[config.mk]
export PLATFORM = sky130hd
export DESIGN_NAME = bcc_top
export DESIGN_NICKNAME = d
export VERILOG_FILES = /design/src/bcc_pkg.sv /design/src/bcc_sync.sv /design/src/bcc_pin_float.sv /design/src/bcc_top.sv
export SDC_FILE = /design/constraint.sdc
export NUM_CORES = 1
export LEC_CHECK = 0
export BUFFER_PORTS_ARGS = -buffer_cell sky130_fd_sc_hd__buf_2
export CAP_MARGIN = 25
export CORE_ASPECT_RATIO = 1.75
export CORE_MARGIN = 2
export CORE_UTILIZATION = 36
export DETAILED_ROUTE_END_ITERATION = 12
export PLACE_DENSITY = 0.76
export SETUP_SLACK_MARGIN = 0.1
export SYNTH_ARGS = -nofsm -noshare
export SYNTH_HDL_FRONTEND = slang
export SYNTH_SLANG_ARGS = --single-unit
[constraint.sdc]
create_clock -name clk -period 1.6 [get_ports clk]
set_input_delay 0.4 -clock clk [delete_from_list [all_inputs] [get_ports clk]]
set_output_delay 0.4 -clock clk [all_outputs]
set_load 0.01 [all_outputs]
[src/bcc_pkg.sv]
// Package of constants and types for the bus common control block
package bcc_pkg;

    ////////////////////////////////////////////////////////////////////////////
    // Bus geometry
    localparam int unsigned ADDR_W = 8;
    localparam int unsigned DATA_W = 32;
    localparam int unsigned BE_W = 4;

    ////////////////////////////////////////////////////////////////////////////
    // Register byte offsets
    localparam logic [7:0] CMN_CTRL_OFS = 8'h00;
    localparam logic [7:0] STATUS_OFS = 8'h04;

    ////////////////////////////////////////////////////////////////////////////
    // Common control field positions
    localparam int unsigned BIT_MAP_SEL = 12;
    localparam int unsigned BIT_RSV_ONE_HI = 4;
    localparam int unsigned BIT_BYTE_ORDER = 3;
    localparam int unsigned BIT_RSV_ONE_LO = 2;
    localparam int unsigned BIT_MEM_FLOAT = 1;
    localparam int unsigned BIT_CTL_FLOAT = 0;

    // Masks and values after reset
    localparam logic [31:0] CMN_ONES_MASK = 32'h0000_0014;
    localparam logic [31:0] CMN_WR_MASK = 32'h0000_1003;
    localparam logic [31:0] CMN_RO_FLAG_MASK = 32'h0000_0008;
    localparam logic [31:0] CMN_RESET_VAL = 32'h0000_0014;
    localparam logic RST_MAP_SEL = 1'h0;
    localparam logic RST_MEM_DRIVE = 1'h0;
    localparam logic RST_CTL_DRIVE = 1'h0;
    localparam logic RST_BYTE_ORDER = 1'h0;

    ////////////////////////////////////////////////////////////////////////////
    // Status field positions
    localparam int unsigned ST_CAPTURED = 0;
    localparam int unsigned ST_STANDBY = 1;
    localparam int unsigned ST_MEM_FLOATING = 2;
    localparam int unsigned ST_CTL_FLOATING = 3;
    localparam int unsigned ST_RSV_VIOL = 4;

    ////////////////////////////////////////////////////////////////////////////
    // Cycle counts
    localparam logic [1:0] CAPTURE_CYCLES = 2'h2;

    ////////////////////////////////////////////////////////////////////////////
    // Types
    typedef enum logic [0:0] {
        BCC_IDLE = 1'b0,
        BCC_ACK = 1'b1
    } bcc_bus_st_t;

    typedef struct packed {
        logic read;
        logic write;
        logic [ADDR_W-1:0] address;
        logic [DATA_W-1:0] writedata;
        logic [BE_W-1:0] byteenable;
    } bcc_avs_req_t;

    typedef struct packed {
        logic [DATA_W-1:0] readdata;
        logic waitrequest;
    } bcc_avs_rsp_t;

    typedef struct packed {
        logic meta;
        logic sync;
    } bcc_sync_t;

    typedef struct packed {
        logic [1:0] oe_n;
        logic standby;
    } bcc_float_t;

    typedef struct packed {
        bcc_bus_st_t bus_st;
        bcc_avs_rsp_t rsp;
        logic map_sel;
        logic mem_drive;
        logic ctl_drive;
        logic byte_order;
        logic captured;
        logic [1:0] cap_cnt;
        logic rsv_viol;
    } bcc_state_t;

endpackage

[src/bcc_sync.sv]
// Two-stage synchroniser for one asynchronous level
`timescale 1ns/1ps
module bcc_sync (
    // Clock and reset
    input wire logic clk,
    input wire logic rst_n,
    // Asynchronous level in
    input wire logic async_in,
    // Synchronised level out
    output logic sync_out
);

    bcc_pkg::bcc_sync_t st_r;
    bcc_pkg::bcc_sync_t st_nxt;

    ////////////////////////////////////////////////////////////////////////////
    // Next state
    always_comb begin
        st_nxt = st_r;
        st_nxt.meta = async_in;
        st_nxt.sync = st_r.meta;
    end

    ////////////////////////////////////////////////////////////////////////////
    // Registers
    always_ff @(posedge clk) begin
        if (!rst_n) begin
            st_r <= '0;
        end else begin
            st_r <= st_nxt;
        end
    end

    assign sync_out = st_r.sync;

endmodule

[src/bcc_pin_float.sv]
// Standby output-enable generation for the two pin groups
`timescale 1ns/1ps
module bcc_pin_float (
    // Clock and reset
    input wire logic clk,
    input wire logic rst_n,
    // Standby request and per-group drive selects
    input wire logic standby,
    input wire logic [1:0] drive_en,
    // Active-low pin enables and standby echo
    output logic [1:0] oe_n,
    output logic standby_seen
);

    bcc_pkg::bcc_float_t st_r;
    bcc_pkg::bcc_float_t st_nxt;

    ////////////////////////////////////////////////////////////////////////////
    // Next state
    always_comb begin
        st_nxt = st_r;
        st_nxt.standby = standby;
        for (int i = 0; i < 2; i++) begin
            // Float only in standby with the group's drive select at zero
            st_nxt.oe_n[i] = standby & ~drive_en[i];
        end
    end

    ////////////////////////////////////////////////////////////////////////////
    // Registers
    always_ff @(posedge clk) begin
        if (!rst_n) begin
            st_r <= '0;
        end else begin
            st_r <= st_nxt;
        end
    end

    assign oe_n = st_r.oe_n;
    assign standby_seen = st_r.standby;

endmodule

[src/bcc_top.sv]
// Bus common control register with strap capture and standby pin control
//
// Behaviour
// After reset the byte-order strap pin is sampled once: low means big endian, high little.
// Bit 3 reads the captured strap level and is never written by software.
// Bit 12 selects the external address map, 0 the first and 1 the second, reset 0.
// Bits 31 to 13 and 11 to 5 read zero and software writes zero to them.
// Bits 4 and 2 read one and software writes one to them.
// Bit 1, reset 0, keeps the memory pin group driven in standby when 1, floating when 0.
// Bit 0, reset 0, keeps the clock and strobe pin group driven in standby when 1.
// Software makes no external access beyond area 0 until this register is configured.
// Writes leave the flag and reserved bits as they read; writable bits take the write.
//
// Register access over Avalon-MM and the address map were decided locally.
`timescale 1ns/1ps
module bcc_top (
    // Clock and reset
    input wire logic clk,
    input wire logic rst_n,
    // Avalon-MM slave
    input wire bcc_pkg::bcc_avs_req_t avs_req,
    output bcc_pkg::bcc_avs_rsp_t avs_rsp,
    // Strap and standby
    input wire logic byte_order_strap_pin,
    input wire logic standby_req,
    // Configuration to the bus state controller
    output logic map_select,
    output logic little_endian,
    output logic config_valid,
    // Standby pin enables, low while driving
    output logic memory_pins_oe_n,
    output logic control_pins_oe_n
);

    ////////////////////////////////////////////////////////////////////////////
    // Declarations
    bcc_pkg::bcc_state_t st_r;
    bcc_pkg::bcc_state_t st_nxt;
    logic strap_sync;
    logic standby_seen;
    logic [1:0] float_oe_n;
    logic [1:0] drive_en;
    logic [31:0] cmn_rd;
    logic [31:0] status_rd;
    logic [31:0] lane_mask;
    logic [31:0] rsv_check;
    logic hit_cmn;
    logic hit_status;
    logic req_any;
    logic wr_done;

    ////////////////////////////////////////////////////////////////////////////
    // Strap synchroniser
    bcc_sync u_strap_sync (
        .clk(clk),
        .rst_n(rst_n),
        .async_in(byte_order_strap_pin),
        .sync_out(strap_sync)
    );

    ////////////////////////////////////////////////////////////////////////////
    // Standby pin enables
    assign drive_en = {st_r.mem_drive, st_r.ctl_drive};

    bcc_pin_float u_pin_float (
        .clk(clk),
        .rst_n(rst_n),
        .standby(standby_req),
        .drive_en(drive_en),
        .oe_n(float_oe_n),
        .standby_seen(standby_seen)
    );

    ////////////////////////////////////////////////////////////////////////////
    // Address decode
    assign hit_cmn = (avs_req.address == bcc_pkg::CMN_CTRL_OFS);
    assign hit_status = (avs_req.address == bcc_pkg::STATUS_OFS);
    assign req_any = avs_req.read | avs_req.write;
    assign wr_done = (st_r.bus_st == bcc_pkg::BCC_ACK) & avs_req.write;

    ////////////////////////////////////////////////////////////////////////////
    // Read images
    always_comb begin
        cmn_rd = bcc_pkg::CMN_ONES_MASK;
        cmn_rd[bcc_pkg::BIT_MAP_SEL] = st_r.map_sel;
        cmn_rd[bcc_pkg::BIT_BYTE_ORDER] = st_r.byte_order;
        cmn_rd[bcc_pkg::BIT_MEM_FLOAT] = st_r.mem_drive;
        cmn_rd[bcc_pkg::BIT_CTL_FLOAT] = st_r.ctl_drive;
    end

    always_comb begin
        status_rd = '0;
        status_rd[bcc_pkg::ST_CAPTURED] = st_r.captured;
        status_rd[bcc_pkg::ST_STANDBY] = standby_seen;
        status_rd[bcc_pkg::ST_MEM_FLOATING] = float_oe_n[1];
        status_rd[bcc_pkg::ST_CTL_FLOATING] = float_oe_n[0];
        status_rd[bcc_pkg::ST_RSV_VIOL] = st_r.rsv_viol;
    end

    ////////////////////////////////////////////////////////////////////////////
    // Reserved-bit write check on enabled lanes
    always_comb begin
        lane_mask = {{8{avs_req.byteenable[3]}}, {8{avs_req.byteenable[2]}},
                     {8{avs_req.byteenable[1]}}, {8{avs_req.byteenable[0]}}};
        rsv_check = (avs_req.writedata ^ bcc_pkg::CMN_ONES_MASK) & lane_mask
                    & ~bcc_pkg::CMN_WR_MASK & ~bcc_pkg::CMN_RO_FLAG_MASK;
    end

    ////////////////////////////////////////////////////////////////////////////
    // Next state
    always_comb begin
        st_nxt = st_r;

        // Strap capture once the synchroniser has filled
        if (!st_r.captured) begin
            if (st_r.cap_cnt == bcc_pkg::CAPTURE_CYCLES) begin
                st_nxt.byte_order = strap_sync;
                st_nxt.captured = 1'b1;
            end else begin
                st_nxt.cap_cnt = st_r.cap_cnt + 2'h1;
            end
        end

        // Bus handshake: one wait cycle, then a one-cycle answer
        unique case (st_r.bus_st)
            bcc_pkg::BCC_IDLE: begin
                st_nxt.rsp.waitrequest = 1'b1;
                if (req_any) begin
                    st_nxt.bus_st = bcc_pkg::BCC_ACK;
                    st_nxt.rsp.waitrequest = 1'b0;
                    if (avs_req.read) begin
                        if (hit_cmn) begin
                            st_nxt.rsp.readdata = cmn_rd;
                        end else if (hit_status) begin
                            st_nxt.rsp.readdata = status_rd;
                        end else begin
                            st_nxt.rsp.readdata = '0;
                        end
                    end
                end
            end
            bcc_pkg::BCC_ACK: begin
                st_nxt.bus_st = bcc_pkg::BCC_IDLE;
                st_nxt.rsp.waitrequest = 1'b1;
            end
        endcase

        // Register writes at the answering edge
        if (wr_done && hit_status) begin
            if (avs_req.byteenable[0] && avs_req.writedata[bcc_pkg::ST_RSV_VIOL]) begin
                st_nxt.rsv_viol = 1'b0;
            end
        end
        if (wr_done && hit_cmn) begin
            if (avs_req.byteenable[0]) begin
                st_nxt.mem_drive = avs_req.writedata[bcc_pkg::BIT_MEM_FLOAT];
                st_nxt.ctl_drive = avs_req.writedata[bcc_pkg::BIT_CTL_FLOAT];
            end
            if (avs_req.byteenable[1]) begin
                st_nxt.map_sel = avs_req.writedata[bcc_pkg::BIT_MAP_SEL];
            end
            // Flag a software write that breaks the fixed-bit pattern; set wins
            if (rsv_check != '0) begin
                st_nxt.rsv_viol = 1'b1;
            end
        end
    end

    ////////////////////////////////////////////////////////////////////////////
    // Registers
    always_ff @(posedge clk) begin
        if (!rst_n) begin
            st_r.bus_st <= bcc_pkg::BCC_IDLE;
            st_r.rsp.readdata <= '0;
            st_r.rsp.waitrequest <= 1'b1;
            st_r.map_sel <= bcc_pkg::RST_MAP_SEL;
            st_r.mem_drive <= bcc_pkg::RST_MEM_DRIVE;
            st_r.ctl_drive <= bcc_pkg::RST_CTL_DRIVE;
            st_r.byte_order <= bcc_pkg::RST_BYTE_ORDER;
            st_r.captured <= 1'b0;
            st_r.cap_cnt <= '0;
            st_r.rsv_viol <= 1'b0;
        end else begin
            st_r <= st_nxt;
        end
    end

    ////////////////////////////////////////////////////////////////////////////
    // Outputs
    assign avs_rsp = st_r.rsp;
    assign map_select = st_r.map_sel;
    assign little_endian = st_r.byte_order;
    assign config_valid = st_r.captured;
    assign memory_pins_oe_n = float_oe_n[1];
    assign control_pins_oe_n = float_oe_n[0];

endmodule

## After elaboration in Yosys (flattened, before gate mapping)

Cells that the tools add are included.

| operators by class | value |
|---|---|
| add/sub/neg operators | 1 |
| equality and inequality tests | 2 |
| multiplexer cells | 13 |
| bitwise operators | 11 |
| reduce and logical (&&, ||, !) cells | 10 |

Operator list:

| cell | number |
|---|---|
| $mux W34 | 1 |
| $and A32 B32 Y32 | 1 |
| $mux W32 | 1 |
| $reduce_bool A32 Y1 | 1 |
| $mux W13 | 1 |
| $eq A8 B3 Y1 const B | 1 |
| $logic_not A8 Y1 | 1 |
| $reduce_and A2 Y1 | 4 |
| $mux W1 | 5 |
| $mux W5 | 1 |
| $not A1 Y1 | 5 |
| $pmux W1 S2 | 2 |
| $and A1 B1 Y1 | 3 |
| $logic_and A1 B1 Y1 | 3 |
| $mux W3 | 1 |
| $reduce_and A3 Y1 | 1 |
| $add A2 B1 Y2 const B | 1 |
| $eq A2 B2 Y1 const B | 1 |
| $mux W2 | 1 |
| $not A2 Y2 | 1 |
| $or A1 B1 Y1 | 1 |

| word-level totals | value |
|---|---|
| flip-flop bits (word level) | 47 |
| output and inout bits | 38 |
| logic and storage cells | 51 |

## Logic depth before layout (Yosys ltp)

Gate-level depths: netlist (run 1).

| depth | value |
|---|---|
| word-level depth | 6 |
| gate-level depth with buffers | 5 |

## Modules after synthesis

A second synthesis (run 1) with hierarchy kept.

| unflattened totals | value |
|---|---|
| cells, all modules | 128 |
| area, all modules | 1171.1 um2 |

By module, submodules not included:

| module | times used | cells each | area an instance (um2) | sequential area each (um2) |
|---|---|---|---|---|
| bcc_top | 1 | 118 | 1033.5 | 320.3 |
| bcc_pin_float | 1 | 6 | 85.1 | 60.1 |
| bcc_sync | 1 | 4 | 52.6 | 40.0 |

## Worst setup path after synthesis (run 1)

OpenSTA, ideal clock, no wires.

| timing | value |
|---|---|
| path kind | input port to flip-flop |
| start | input port avs_req[15] (netlist bit) |
| end | register st_r[0] (netlist bit) |
| data arrival time | 1444 ps |
| data required time | 1484 ps |
| slack | 39 ps |
| stages | 4 |
| buffers on the path | 0 |
| cells stage by stage | or4_4 > o41ai_2 > nand4_1 > a41o_1 |

| on the way | value |
|---|---|
| cells in the longest elaborated chain, start to end | 4 |

RTL lines:

| what | RTL line | RTL |
|---|---|---|
| start: declaration | bcc_top.sv:21 | `input wire bcc_pkg::bcc_avs_req_t avs_req,` |
| $and A32 B32 Y32 | bcc_top.sv:105 | `rsv_check = (avs_req.writedata ^ bcc_pkg::CMN_ONES_MASK) & lane_mask` |
| $reduce_bool A32 Y1 | bcc_top.sv:163 | `if (rsv_check != '0) begin` |
| $mux W1 | bcc_top.sv:163 |  |
| $mux W1 | bcc_top.sv:154 | `if (wr_done && hit_cmn) begin` |
| end signal: assignment | bcc_top.sv:184 | `st_r <= st_nxt;` |
| end: declaration | bcc_top.sv:37 | `bcc_pkg::bcc_state_t st_r;` |

No other way between the ends.
A chain may end at the register's enable or synchronous reset.

## Final worst setup path (run 1)

Same ends and word-level chain as after synthesis.

==> metrics.log, run 1 <==
[metrics] antenna viol nets, final: 0
[metrics] top cell type's share of synthesized area: 0.361
[metrics] Final Skew: 1.66 ps
[metrics] run status: completed
[metrics] top-level I/O count: 88
[metrics] final standard cell count with taps included and fillers excluded: 229
[metrics] final weighted congestion in routability-driven placement: 0.797
[metrics] DP Cell Count: 225
[metrics] netlist area before placement: 1160 sq um
[metrics] worst path cell trace: buf_2 > or4_4 > o41ai_2 > nand4_1 > a41o_1
[metrics] CP peak stage delay: 520 ps
[metrics] final hold vios: 0
[metrics] Iter 0 DRT Violations: 14
[metrics] endpoint kind of the worst setup timing path: flop
[metrics] total setup violations reported at the end of the flow: 0
[metrics] Setup CP Type: input pin to flop
[metrics] main flop type after synthesis: dfxtp_1
[metrics] top cells by area, synth: dfxtp_1 (36%), buf_4 (21%), a21boi_0 (3.9%)
[metrics] GRT Total Usage: 0.134
[metrics] total of buffers placed on input and output ports: 60
[metrics] final non-filler cell area: 1430 sq um
[metrics] Final Cycle Share: 0.906
[metrics] number of flops mapped to enable cells by yosys: 0
[metrics] pin count of the biggest net entering global routing: 20
[metrics] Clock Sinks: 21
[metrics] Routed wire per std cell: 10.4 um
[metrics] clock tree from TritonCTS: built
[metrics] CTS max path bufs: 2
[metrics] area of the die: 3720 sq um
[metrics] average footprint of a synthesized cell: 8.96 sq um
[metrics] clock buffer count from CTS: 3
[metrics] CTS H-tree depth: 1
[metrics] initial cell density of the core: 0.375
[metrics] sequential element share of the synthesized area: 0.361
[metrics] Max Clk Rate: 690 MHz
[metrics] Antenna Diode Count: 0
[metrics] Max-Cap Viols: 0
[metrics] hold buffer count at CTS: 0
[metrics] most frequent cell after synthesis: buf_4
[metrics] root cell of the clock tree: clkbuf_8
[metrics] unrepaired setup endpoints after global routing: yes
[metrics] post-synth cell types: 33
[metrics] via count of the first global-routing pass: 874
[metrics] CTS clock-pin slew for the worst setup and hold paths: 70 ps
[metrics] hold_ws: 346 ps
[metrics] cell class contributing the biggest share of worst-path delay: simple AND/OR/NAND/NOR gates
[metrics] post-detailed-route via-to-cell ratio: 4.15
[metrics] min-delay worst type: input pin to flop
[metrics] die outline width: 47 um
[metrics] die extent in y: 79.3 um
[metrics] critical path required time: 1750 ps
[metrics] post-synthesis cell count: 130
[metrics] global-route wire length before repair: 3750 um
[metrics] Post-Place Cell Area: 1380 sq um
[metrics] master of the slowest instance on the critical path: or4_4
[metrics] overflow left after global routing: 0
[metrics] Critical Path AT: 1600 ps
[metrics] hpwl dp: 1980 um
[metrics] initial antenna violation count: 0
[metrics] layout net count: 238
[metrics] CP Buf/Inv Count: 1
[metrics] Yosys top cell by area: dfxtp_1
[metrics] list of most frequent post-synthesis cells: buf_4 (33), dfxtp_1 (21), nand2_1 (11)
[metrics] DRC violation count after routing: 0
[metrics] Pwr Density: 835 nW/um^2
[metrics] First-pass DRT Iterations: 4
[metrics] core box area: 3110 sq um
[metrics] yosys warns: 0
[metrics] proportion of synthesized flip-flops having asynchronous set or reset: 0
[metrics] final slew viol count: 0
[metrics] share of final-layout standard cells stronger than drive strength 1: 0.387
[metrics] top fanout value on the critical path: 1
[metrics] area overhead of the layout relative to synthesis: 22.4%
[metrics] post-layout min period: 1450 ps
[metrics] Worst setup SP type: input pin
[metrics] maximum ir drop on the vdd rail: 0.000475 V
[metrics] number of vias in the routed layout: 950
[metrics] number of register bits inferred by synthesis: 21
[metrics] Row Count: 27
[metrics] clock insertion delay at the later pin of the skew report: 250 ps
[metrics] Finished Core Util: 0.459
[metrics] Lkg Pwr: 0.741 nW
[metrics] total length of routed wires: 2380 um
==> layout by cell type (no fill, tap or decap), drive strengths merged <==
cell / n
nand2b: 2
and2: 4
clkbuf: 4
a21boi: 6
dfxtp: 21
o211ai: 1
ha: 1
conb: 26
nand4b: 1
xnor2: 1
nor2b: 7
nor2: 3
o41ai: 2
nand2: 11
and3b: 1
or4: 5
o21ai: 2
nor4: 1
o211a: 1
inv: 4
mux2i: 4
nand4: 3
a31oi: 1
nor3: 1
mux2: 3
buf: 63
a41o: 1
nand3: 5
and4: 1
==> worst reg2reg max path, delay by kind of cell, from the launching register on <==
kind,cells,cell delay (ps)
buf+inv,1,60
flops,1,310
simple gates,2,380
xor+xnor,1,90
fa+ha+maj,1,200
==> path summary, 6_finish.rpt <==
kind	startpoint	to	slack (ps)	cells past startpoint
setup reg to reg	st_r[1]	st_r[1]	460	5
hold / removal	byte_order_strap_pin	u_strap_sync.st_nxt[0]	350	2
hold reg to reg	cmn_rd[1]	u_pin_float.oe_n[1]	440	1
setup / recovery	avs_req[15]	st_r[0]	150	5
==> repair_timing <==
item / CTS / global route
endpoints found under the hold margin: 0 / 0
setup endpoints to repair: 0 / 7
gates resized for setup: 0 / 1
buffers inserted: 0 / 0
==> stage by stage <==
stage | setup TNS, ps | total power [W] | setup slack (ps)
detailed placement | -141 | 0.000861 | -135
CTS | 0 | 0.00119 | 140
finish | 0 | 0.00119 | 150
global route | 0 | 0.00126 | 97.7
floorplan | 0 | 0.000810 | 47.9
global placement | -118 | 0.000855 | -108
==> registers in the layout (all words and copies together), names as in the netlist <==
name / cells
avs_rsp: 7
st_r: 4
cmn_rd: 2
u_pin_float.oe_n: 2
config_valid: 1
little_endian: 1
map_select: 1
u_pin_float.standby_seen: 1
u_strap_sync.st_nxt: 1
u_strap_sync.sync_out: 1
==> layout make-up <==
| class | instances | area [sq um] |
|---|---|---|
| multi-input combinational | 94 | 569 |
| fill | 329 | 1680 |
| sequential | 21 | 420 |
| timing repair buffer | 63 | 323 |
| clock buffer | 4 | 45.0 |
| inverter | 4 | 15.0 |
| tap | 43 | 53.8 |
==> per-layer routing <==
layer,track usage,part of all wire,vias up
met3,0.0136,0.048,2
met5,0,0,-
met2,0.233,0.53,35
met1,0.160,0.41,415
li1,-,-,498
met4,0.0500,0.0088,0
==> cell families (layout without fill, tap and decap cells) <==
kind of cell / after synthesis / after routing / synth area share
buf+inv: 40 / 71 / 0.236
other cells: 1 / 26 / 0.00322
fa+ha+maj: 1 / 1 / 0.0107
simple gates: 45 / 45 / 0.220
xor+xnor: 1 / 1 / 0.00752
mux: 7 / 7 / 0.0634
compound gates: 14 / 14 / 0.0977
flops: 21 / 21 / 0.361
==> where the power goes <==
| part | total, W | internal [W] | switching, W |
|---|---|---|---|
| Sequential | 0.000582 | 0.000563 | 0.0000191 |
| Combinational | 0.000268 | 0.000130 | 0.000138 |
| Clock | 0.000342 | 0.000177 | 0.000165 |
| Total | 0.00119 | 0.000870 | 0.000322 |
(Power assumes the default switching activity.)
==> run 2: changes to the inputs <==
--- a/config.mk
+++ b/config.mk
@@ -9,9 +9,9 @@
 export CAP_MARGIN = 25
 export CORE_ASPECT_RATIO = 1.75
 export CORE_MARGIN = 2
-export CORE_UTILIZATION = 36
+export CORE_UTILIZATION = 42
 export DETAILED_ROUTE_END_ITERATION = 12
-export PLACE_DENSITY = 0.76
+export PLACE_DENSITY = 0.84
 export SETUP_SLACK_MARGIN = 0.1
 export SYNTH_ARGS = -nofsm -noshare
 export SYNTH_HDL_FRONTEND = slang
==> constraint.sdc (replaced) <==
create_clock -name clk -period 1.7 [get_ports clk]
set_input_delay 0.425 -clock clk [delete_from_list [all_inputs] [get_ports clk]]
set_output_delay 0.425 -clock clk [all_outputs]
set_load 0.01 [all_outputs]
==> metrics.log, run 2 (synthesized netlist as in run 1, its figures left out) <==
[metrics] run status: completed
[metrics] core box area: 2660 sq um (-14%)
[metrics] overflow left after global routing: 0 (unchanged)
[metrics] initial cell density of the core: 0.438 (+0.0633)
[metrics] die outline width: 43.8 um (-6.8%)
[metrics] number of stages on the worst hold path: 2 (unchanged)
[metrics] Antenna Diode Count: 0 (unchanged)
[metrics] area of the die: 3230 sq um (-13%)
[metrics] total of buffers placed on input and output ports: 60 (unchanged)
[metrics] pin count of the biggest net entering global routing: 20 (unchanged)
[metrics] Final Skew: 5.46 ps (+3.81 ps)
[metrics] endpoint kind of the worst setup timing path: flop
[metrics] Pwr Density: 797 nW/um^2 (-4.6%)
[metrics] initial antenna violation count: 0 (unchanged)
[metrics] final hold vios: 0 (unchanged)
[metrics] CTS max path bufs: 2 (unchanged)
[metrics] Routed wire per std cell: 10.6 um (+2.6%)
[metrics] final standard cell count with taps included and fillers excluded: 212 (-7.4%)
[metrics] total setup violations reported at the end of the flow: 0 (unchanged)
[metrics] GRT Total Usage: 0.149 (+0.0155)
[metrics] top-level I/O count: 88 (unchanged)
[metrics] endpoint with the worst hold slack: u_strap_sync.st_nxt[0]
[metrics] CTS H-tree depth: 1 (unchanged)
[metrics] root cell of the clock tree: clkbuf_8
[metrics] switching pwr: 0.000293 W (-8.9%)
[metrics] Lkg Pwr: 0.736 nW (-0.71%)
[metrics] unrepaired setup endpoints after global routing: no
[metrics] P_int: 0.000817 W (-6.0%)
[metrics] Comb pwr share: 0.226 (about the same)
[metrics] share of final-layout standard cells stronger than drive strength 1: 0.378 (-0.00872)
[metrics] most common library cell in the layout ignoring fill and taps: buf_2
[metrics] internal reg-to-reg setup slack: 560 ps (+100 ps)
[metrics] hpwl dp: 1970 um (-0.72%)
[metrics] hold buffer count at CTS: 0 (unchanged)
[metrics] top fanout value on the critical path: 1 (unchanged)
[metrics] clock insertion delay at the later pin of the skew report: 250 ps (about the same)
[metrics] setup bufs post-CTS: 0 (unchanged)
[metrics] Setup CP Type: input pin to flop
[metrics] clock buffer count from CTS: 3 (unchanged)
[metrics] CP Launch Point: avs_req[15]
[metrics] Critical Path AT: 1620 ps (+20 ps)
[metrics] worst min-delay path startpoint: byte_order_strap_pin
[metrics] critical path required time: 1850 ps (+100 ps)
[metrics] layout net count: 237 (-0.42%)
[metrics] highest-count cells in the layout ignoring fill and taps: buf_2 (60), conb_1 (26), dfxtp_1 (21)
[metrics] Gates resized, CTS repair: 0 (unchanged)
[metrics] min-delay worst type: input pin to flop
[metrics] antenna viol nets, final: 0 (unchanged)
[metrics] post-placement worst setup slack: -50.8 ps (+84.0 ps)
[metrics] Max-Cap Viols: 0 (unchanged)
[metrics] CTS clock-pin slew for the worst setup and hold paths: 70 ps (about the same)
[metrics] Final Cycle Share: 0.869
[metrics] post-detailed-route via-to-cell ratio: 4.56 (+9.8%)
[metrics] Clk network pwr share: 0.281 (-0.006)
[metrics] maximum ir drop on the vdd rail: 0.000559 V (+18%)
[metrics] die extent in y: 73.7 um (-7.0%)
[metrics] final slew viol count: 0 (unchanged)
[metrics] First-pass DRT Iterations: 4 (unchanged)
[metrics] via count of the first global-routing pass: 887 (+1.5%)
[metrics] DP Cell Count: 208 (-7.6%)
[metrics] final weighted congestion in routability-driven placement: 0.738 (-7.3%)
[metrics] Clock Sinks: 21 (unchanged)
[metrics] Worst setup SP type: input pin
[metrics] Row Count: 25 (-7.4%)
[metrics] depth of the most critical reg-to-reg path: 5 (unchanged)
[metrics] DRC violation count after routing: 0 (unchanged)
[metrics] post-layout min period: 1480 ps
[metrics] clock tree from TritonCTS: built
[metrics] worst setup margin: 223 ps (+73.0 ps)
[metrics] global-route wire length before repair: 3750 um (unchanged)
[metrics] terminus of the critical flop-to-flop path: st_r[1]
[metrics] area overhead of the layout relative to synthesis: 19.5%
[metrics] Max Clk Rate: 677 MHz
[metrics] launching point of the worst reg2reg path: st_r[1]
[metrics] Iter 0 DRT Violations: 3 (-11)
[metrics] total length of routed wires: 2260 um (-5.0%)
[metrics] share of total power in sequential cells: 0.493 (+0.004)
[metrics] flip-flop count of the largest register after layout: 7 (unchanged)
[metrics] number of vias in the routed layout: 966 (+1.7%)
[metrics] Switching Fraction: 0.264 (-0.00612)
-- run 2: cell count changes in the layout (fill, tap and decap cells not counted) --
cell    previous run  this run
buf_4              3         2
nor4_1             0         1
nor4_2             1         0
-- run 2: metrics by stage --
| stage | hold WS, ps | utilization | area (sq um) | TNS (ps) | power (W) |
|---|---|---|---|---|---|
| after floorplan | 410 | - | 1260 | 0 | 0.000762 |
| after global placement | 415 | 0.507 | 1350 | -45.2 | 0.000799 |
| after detailed placement | 422 | 0.507 | 1350 | -50.8 | 0.000811 |
| after CTS | 370 | 0.524 | 1390 | 0 | 0.00113 |
| after global routing | 376 | 0.524 | 1390 | 0 | 0.00118 |
| final | 373 | 0.524 | 1390 | 0 | 0.00111 |
-- run 2: metal layers --
metal | vias to the layer above | wire length, um | GRT usage
met5 | - | 0 | 0
met3 | 0 | 144 | 0.0295
met1 | 432 | 878 | 0.163
li1 | 496 | - | -
met2 | 38 | 1230 | 0.286
met4 | 0 | 0 | 0.0303
-- run 2: worst max-delay path by stage --
stage               to  slack (ps)  cells past startpoint
4_1_cts        st_r[0]         220                      5
5_1_grt        st_r[0]         190                      5
2_1_floorplan  st_r[0]         110                      4
6_report       st_r[0]         220                      5
3_3_place_gp   st_r[0]         -50                      5
3_5_place_dp   st_r[0]         -50                      5
-- run 2: area by class of cell --
| cell class | count | area, sq um |
|---|---|---|
| clock buffers | 4 | 45.0 |
| fillers | 283 | 1270 |
| inverters | 4 | 15.0 |
| multi-input cells | 94 | 563 |
| flip-flops and latches | 21 | 420 |
| well taps | 27 | 33.8 |
| repair buffers | 62 | 315 |
-- run 2: worst max-delay path: stages --
cell and delay, ps:
buf_2 100, or4_4 520, o41ai_2 220, nand4_1 120, a41o_1 250
-- run 2: power by group through the flow --
stage,logic (W),registers (W),clock network (W)
3_5_place_dp,0.000251,0.000559,0
2_1_floorplan,0.000201,0.000561,0
6_report,0.000251,0.000547,0.000312
5_1_grt,0.000290,0.000552,0.000342
4_1_cts,0.000253,0.000548,0.000325
3_3_place_gp,0.000242,0.000558,0
==> run 3: changes to the inputs <==
==> constraint.sdc (replaced) <==
create_clock -name clk -period 1.7 [get_ports clk]
set_input_delay 0.085 -clock clk [delete_from_list [all_inputs] [get_ports clk]]
set_output_delay 0.085 -clock clk [all_outputs]
set_load 0.01 [all_outputs]
==> metrics.log, run 3 (synthesized netlist as in run 1, its figures left out) <==
[metrics] total of buffers placed on input and output ports: 60 (unchanged)
[metrics] initial cell density of the core: 0.438 (unchanged)
[metrics] overflow left after global routing: 0 (unchanged)
[metrics] Max-Cap Viols: 0 (unchanged)
[metrics] final slew viol count: 0 (unchanged)
[metrics] clock insertion delay at the later pin of the skew report: 250 ps (about the same)
[metrics] Gates resized, CTS repair: 0 (unchanged)
[metrics] Final Skew: 3.11 ps (-2.35 ps)
[metrics] Final Cycle Share: 0.685 (-0.184)
[metrics] worst setup margin: 535 ps (+312 ps)
[metrics] top-level I/O count: 88 (unchanged)
[metrics] Max Clk Rate: 859 MHz (+27%)
[metrics] depth of the most critical reg-to-reg path: 4 (-1)
[metrics] Pwr Density: 806 nW/um^2 (+1.1%)
[metrics] share of final-layout standard cells stronger than drive strength 1: 0.377 (-0.00133)
[metrics] setup bufs post-CTS: 0 (unchanged)
[metrics] GRT Total Usage: 0.158 (+0.00846)
[metrics] clock tree from TritonCTS: built
[metrics] antenna viol nets, final: 0 (unchanged)
[metrics] area overhead of the layout relative to synthesis: 18.4%
[metrics] Lkg Pwr: 0.728 nW (-1.1%)
[metrics] layout net count: 235 (-0.84%)
[metrics] number of stages on the worst hold path: 2 (unchanged)
[metrics] final weighted congestion in routability-driven placement: 0.735 (-0.45%)
[metrics] pin count of the biggest net entering global routing: 20 (unchanged)
[metrics] run status: completed
[metrics] total of fill cells in the finished design: 253 (-11%)
[metrics] final hold vios: 0 (unchanged)
[metrics] post-detailed-route via-to-cell ratio: 4.60 (+0.85%)
[metrics] Routed wire per std cell: 11.2 um (+5.3%)
[metrics] crit path to: st_r[0]
[metrics] number of vias in the routed layout: 965 (-0.10%)
[metrics] final setup TNS: 0 ps (unchanged)
[metrics] CTS max path bufs: 2 (unchanged)
[metrics] Setup CP Type: input pin to flop
[metrics] highest-count cells in the layout ignoring fill and taps: buf_2 (60), conb_1 (26), dfxtp_1 (21)
[metrics] post-layout min period: 1160 ps (-312 ps)
[metrics] clock buffer count from CTS: 3 (unchanged)
[metrics] terminus of the critical flop-to-flop path: cmn_rd[1]
[metrics] maximum ir drop on the vdd rail: 0.000578 V (+3.4%)
[metrics] post-placement worst setup slack: 231 ps (+282 ps)
[metrics] critical path required time: 1850 ps (about the same)
[metrics] die extent in y: 73.7 um (unchanged)
[metrics] Antenna Diode Count: 0 (unchanged)
[metrics] min-delay worst type: input pin to flop
[metrics] die outline width: 43.8 um (unchanged)
[metrics] CTS H-tree depth: 1 (unchanged)
[metrics] CTS clock-pin slew for the worst setup and hold paths: 70 ps (about the same)
[metrics] Row Count: 25 (unchanged)
[metrics] Clock Sinks: 21 (unchanged)
[metrics] Iter 0 DRT Violations: 17 (+14)
[metrics] hpwl dp: 1990 um (+0.88%)
[metrics] internal reg-to-reg setup slack: 560 ps (about the same)
[metrics] Critical Path AT: 1320 ps (-300 ps)
[metrics] launching point of the worst reg2reg path: st_r[41]
[metrics] endpoint kind of the worst setup timing path: flop
[metrics] DRC violation count after routing: 0 (unchanged)
[metrics] root cell of the clock tree: clkbuf_8
[metrics] most common library cell in the layout ignoring fill and taps: buf_2
[metrics] global-route wire length before repair: 3900 um (+3.9%)
[metrics] unrepaired setup endpoints after global routing: no
[metrics] Worst setup SP type: input pin
[metrics] hold buffer count at CTS: 0 (unchanged)
[metrics] total setup violations reported at the end of the flow: 0 (unchanged)
[metrics] First-pass DRT Iterations: 4 (unchanged)
[metrics] CP Launch Point: avs_req[36]
[metrics] flip-flop count of the largest register after layout: 7 (unchanged)
[metrics] initial antenna violation count: 0 (unchanged)
[metrics] total length of routed wires: 2360 um (+4.3%)
[metrics] core box area: 2660 sq um (unchanged)
[metrics] via count of the first global-routing pass: 970 (+9.4%)
[metrics] area of the die: 3230 sq um (unchanged)
[metrics] top fanout value on the critical path: 8 (+7)
-- run 3: final cells by class --
type                            instances  area, sq um  share of cell area
Multi-Input combinational cell         94          563               0.408
Sequential cell                        21          420               0.305
Timing Repair Buffer                   60          300               0.218
Clock buffer                            3         41.3              0.0299
Tap cell                               27         33.8              0.0245
Inverter                                4         15.0              0.0109
Clock inverter                          1         5.00             0.00363
-- run 3: worst max-delay path, cell delays in order --
cell,delay [ps]
buf_2,90
nor4_1,460
and2_1,350
a31oi_1,130
a41o_1,200
-- run 3: metal layers --
| metal | share of wire | up-vias | wire length (um) | track usage |
|---|---|---|---|---|
| li1 | - | 491 | - | - |
| met1 | 0.39 | 430 | 916 | 0.163 |
| met2 | 0.53 | 40 | 1250 | 0.289 |
| met3 | 0.065 | 4 | 153 | 0.0344 |
| met4 | 0.013 | 0 | 31 | 0.0741 |
| met5 | 0 | - | 0 | 0 |
-- run 3: how the worst min path moves through the flow --
| stage | startpoint | end | slack [ps] |
|---|---|---|---|
| after global placement | byte_order_strap_pin | u_strap_sync.st_nxt[0] | 290 |
| final | byte_order_strap_pin | u_strap_sync.st_nxt[0] | 30 |
| after global routing | byte_order_strap_pin | u_strap_sync.st_nxt[0] | 30 |
| after CTS | byte_order_strap_pin | u_strap_sync.st_nxt[0] | 20 |
| after detailed placement | byte_order_strap_pin | u_strap_sync.st_nxt[0] | 290 |
| after floorplan | byte_order_strap_pin | u_strap_sync.st_nxt[0] | 210 |
-- run 3: report_power, final --
group	total, W	leakage (nW)	internal [W]	switching [W]
combinational	0.000250	0.531	0.000121	0.000128
clock	0.000314	0.0255	0.000163	0.000151
sequential	0.000548	0.172	0.000530	0.0000177
-- run 3: per-stage QoR --
stage               utilization  cell area [sq um]  std cells  power, W  hold slack [ps]
floorplan                     -               1260        155  0.000762              212
global placement          0.501               1330        206  0.000799              291
detailed placement        0.501               1330        206  0.000809              295
CTS                       0.519               1380        210   0.00113             22.9
global route              0.519               1380        210   0.00118             27.3
finish                    0.519               1380        210   0.00111             29.2
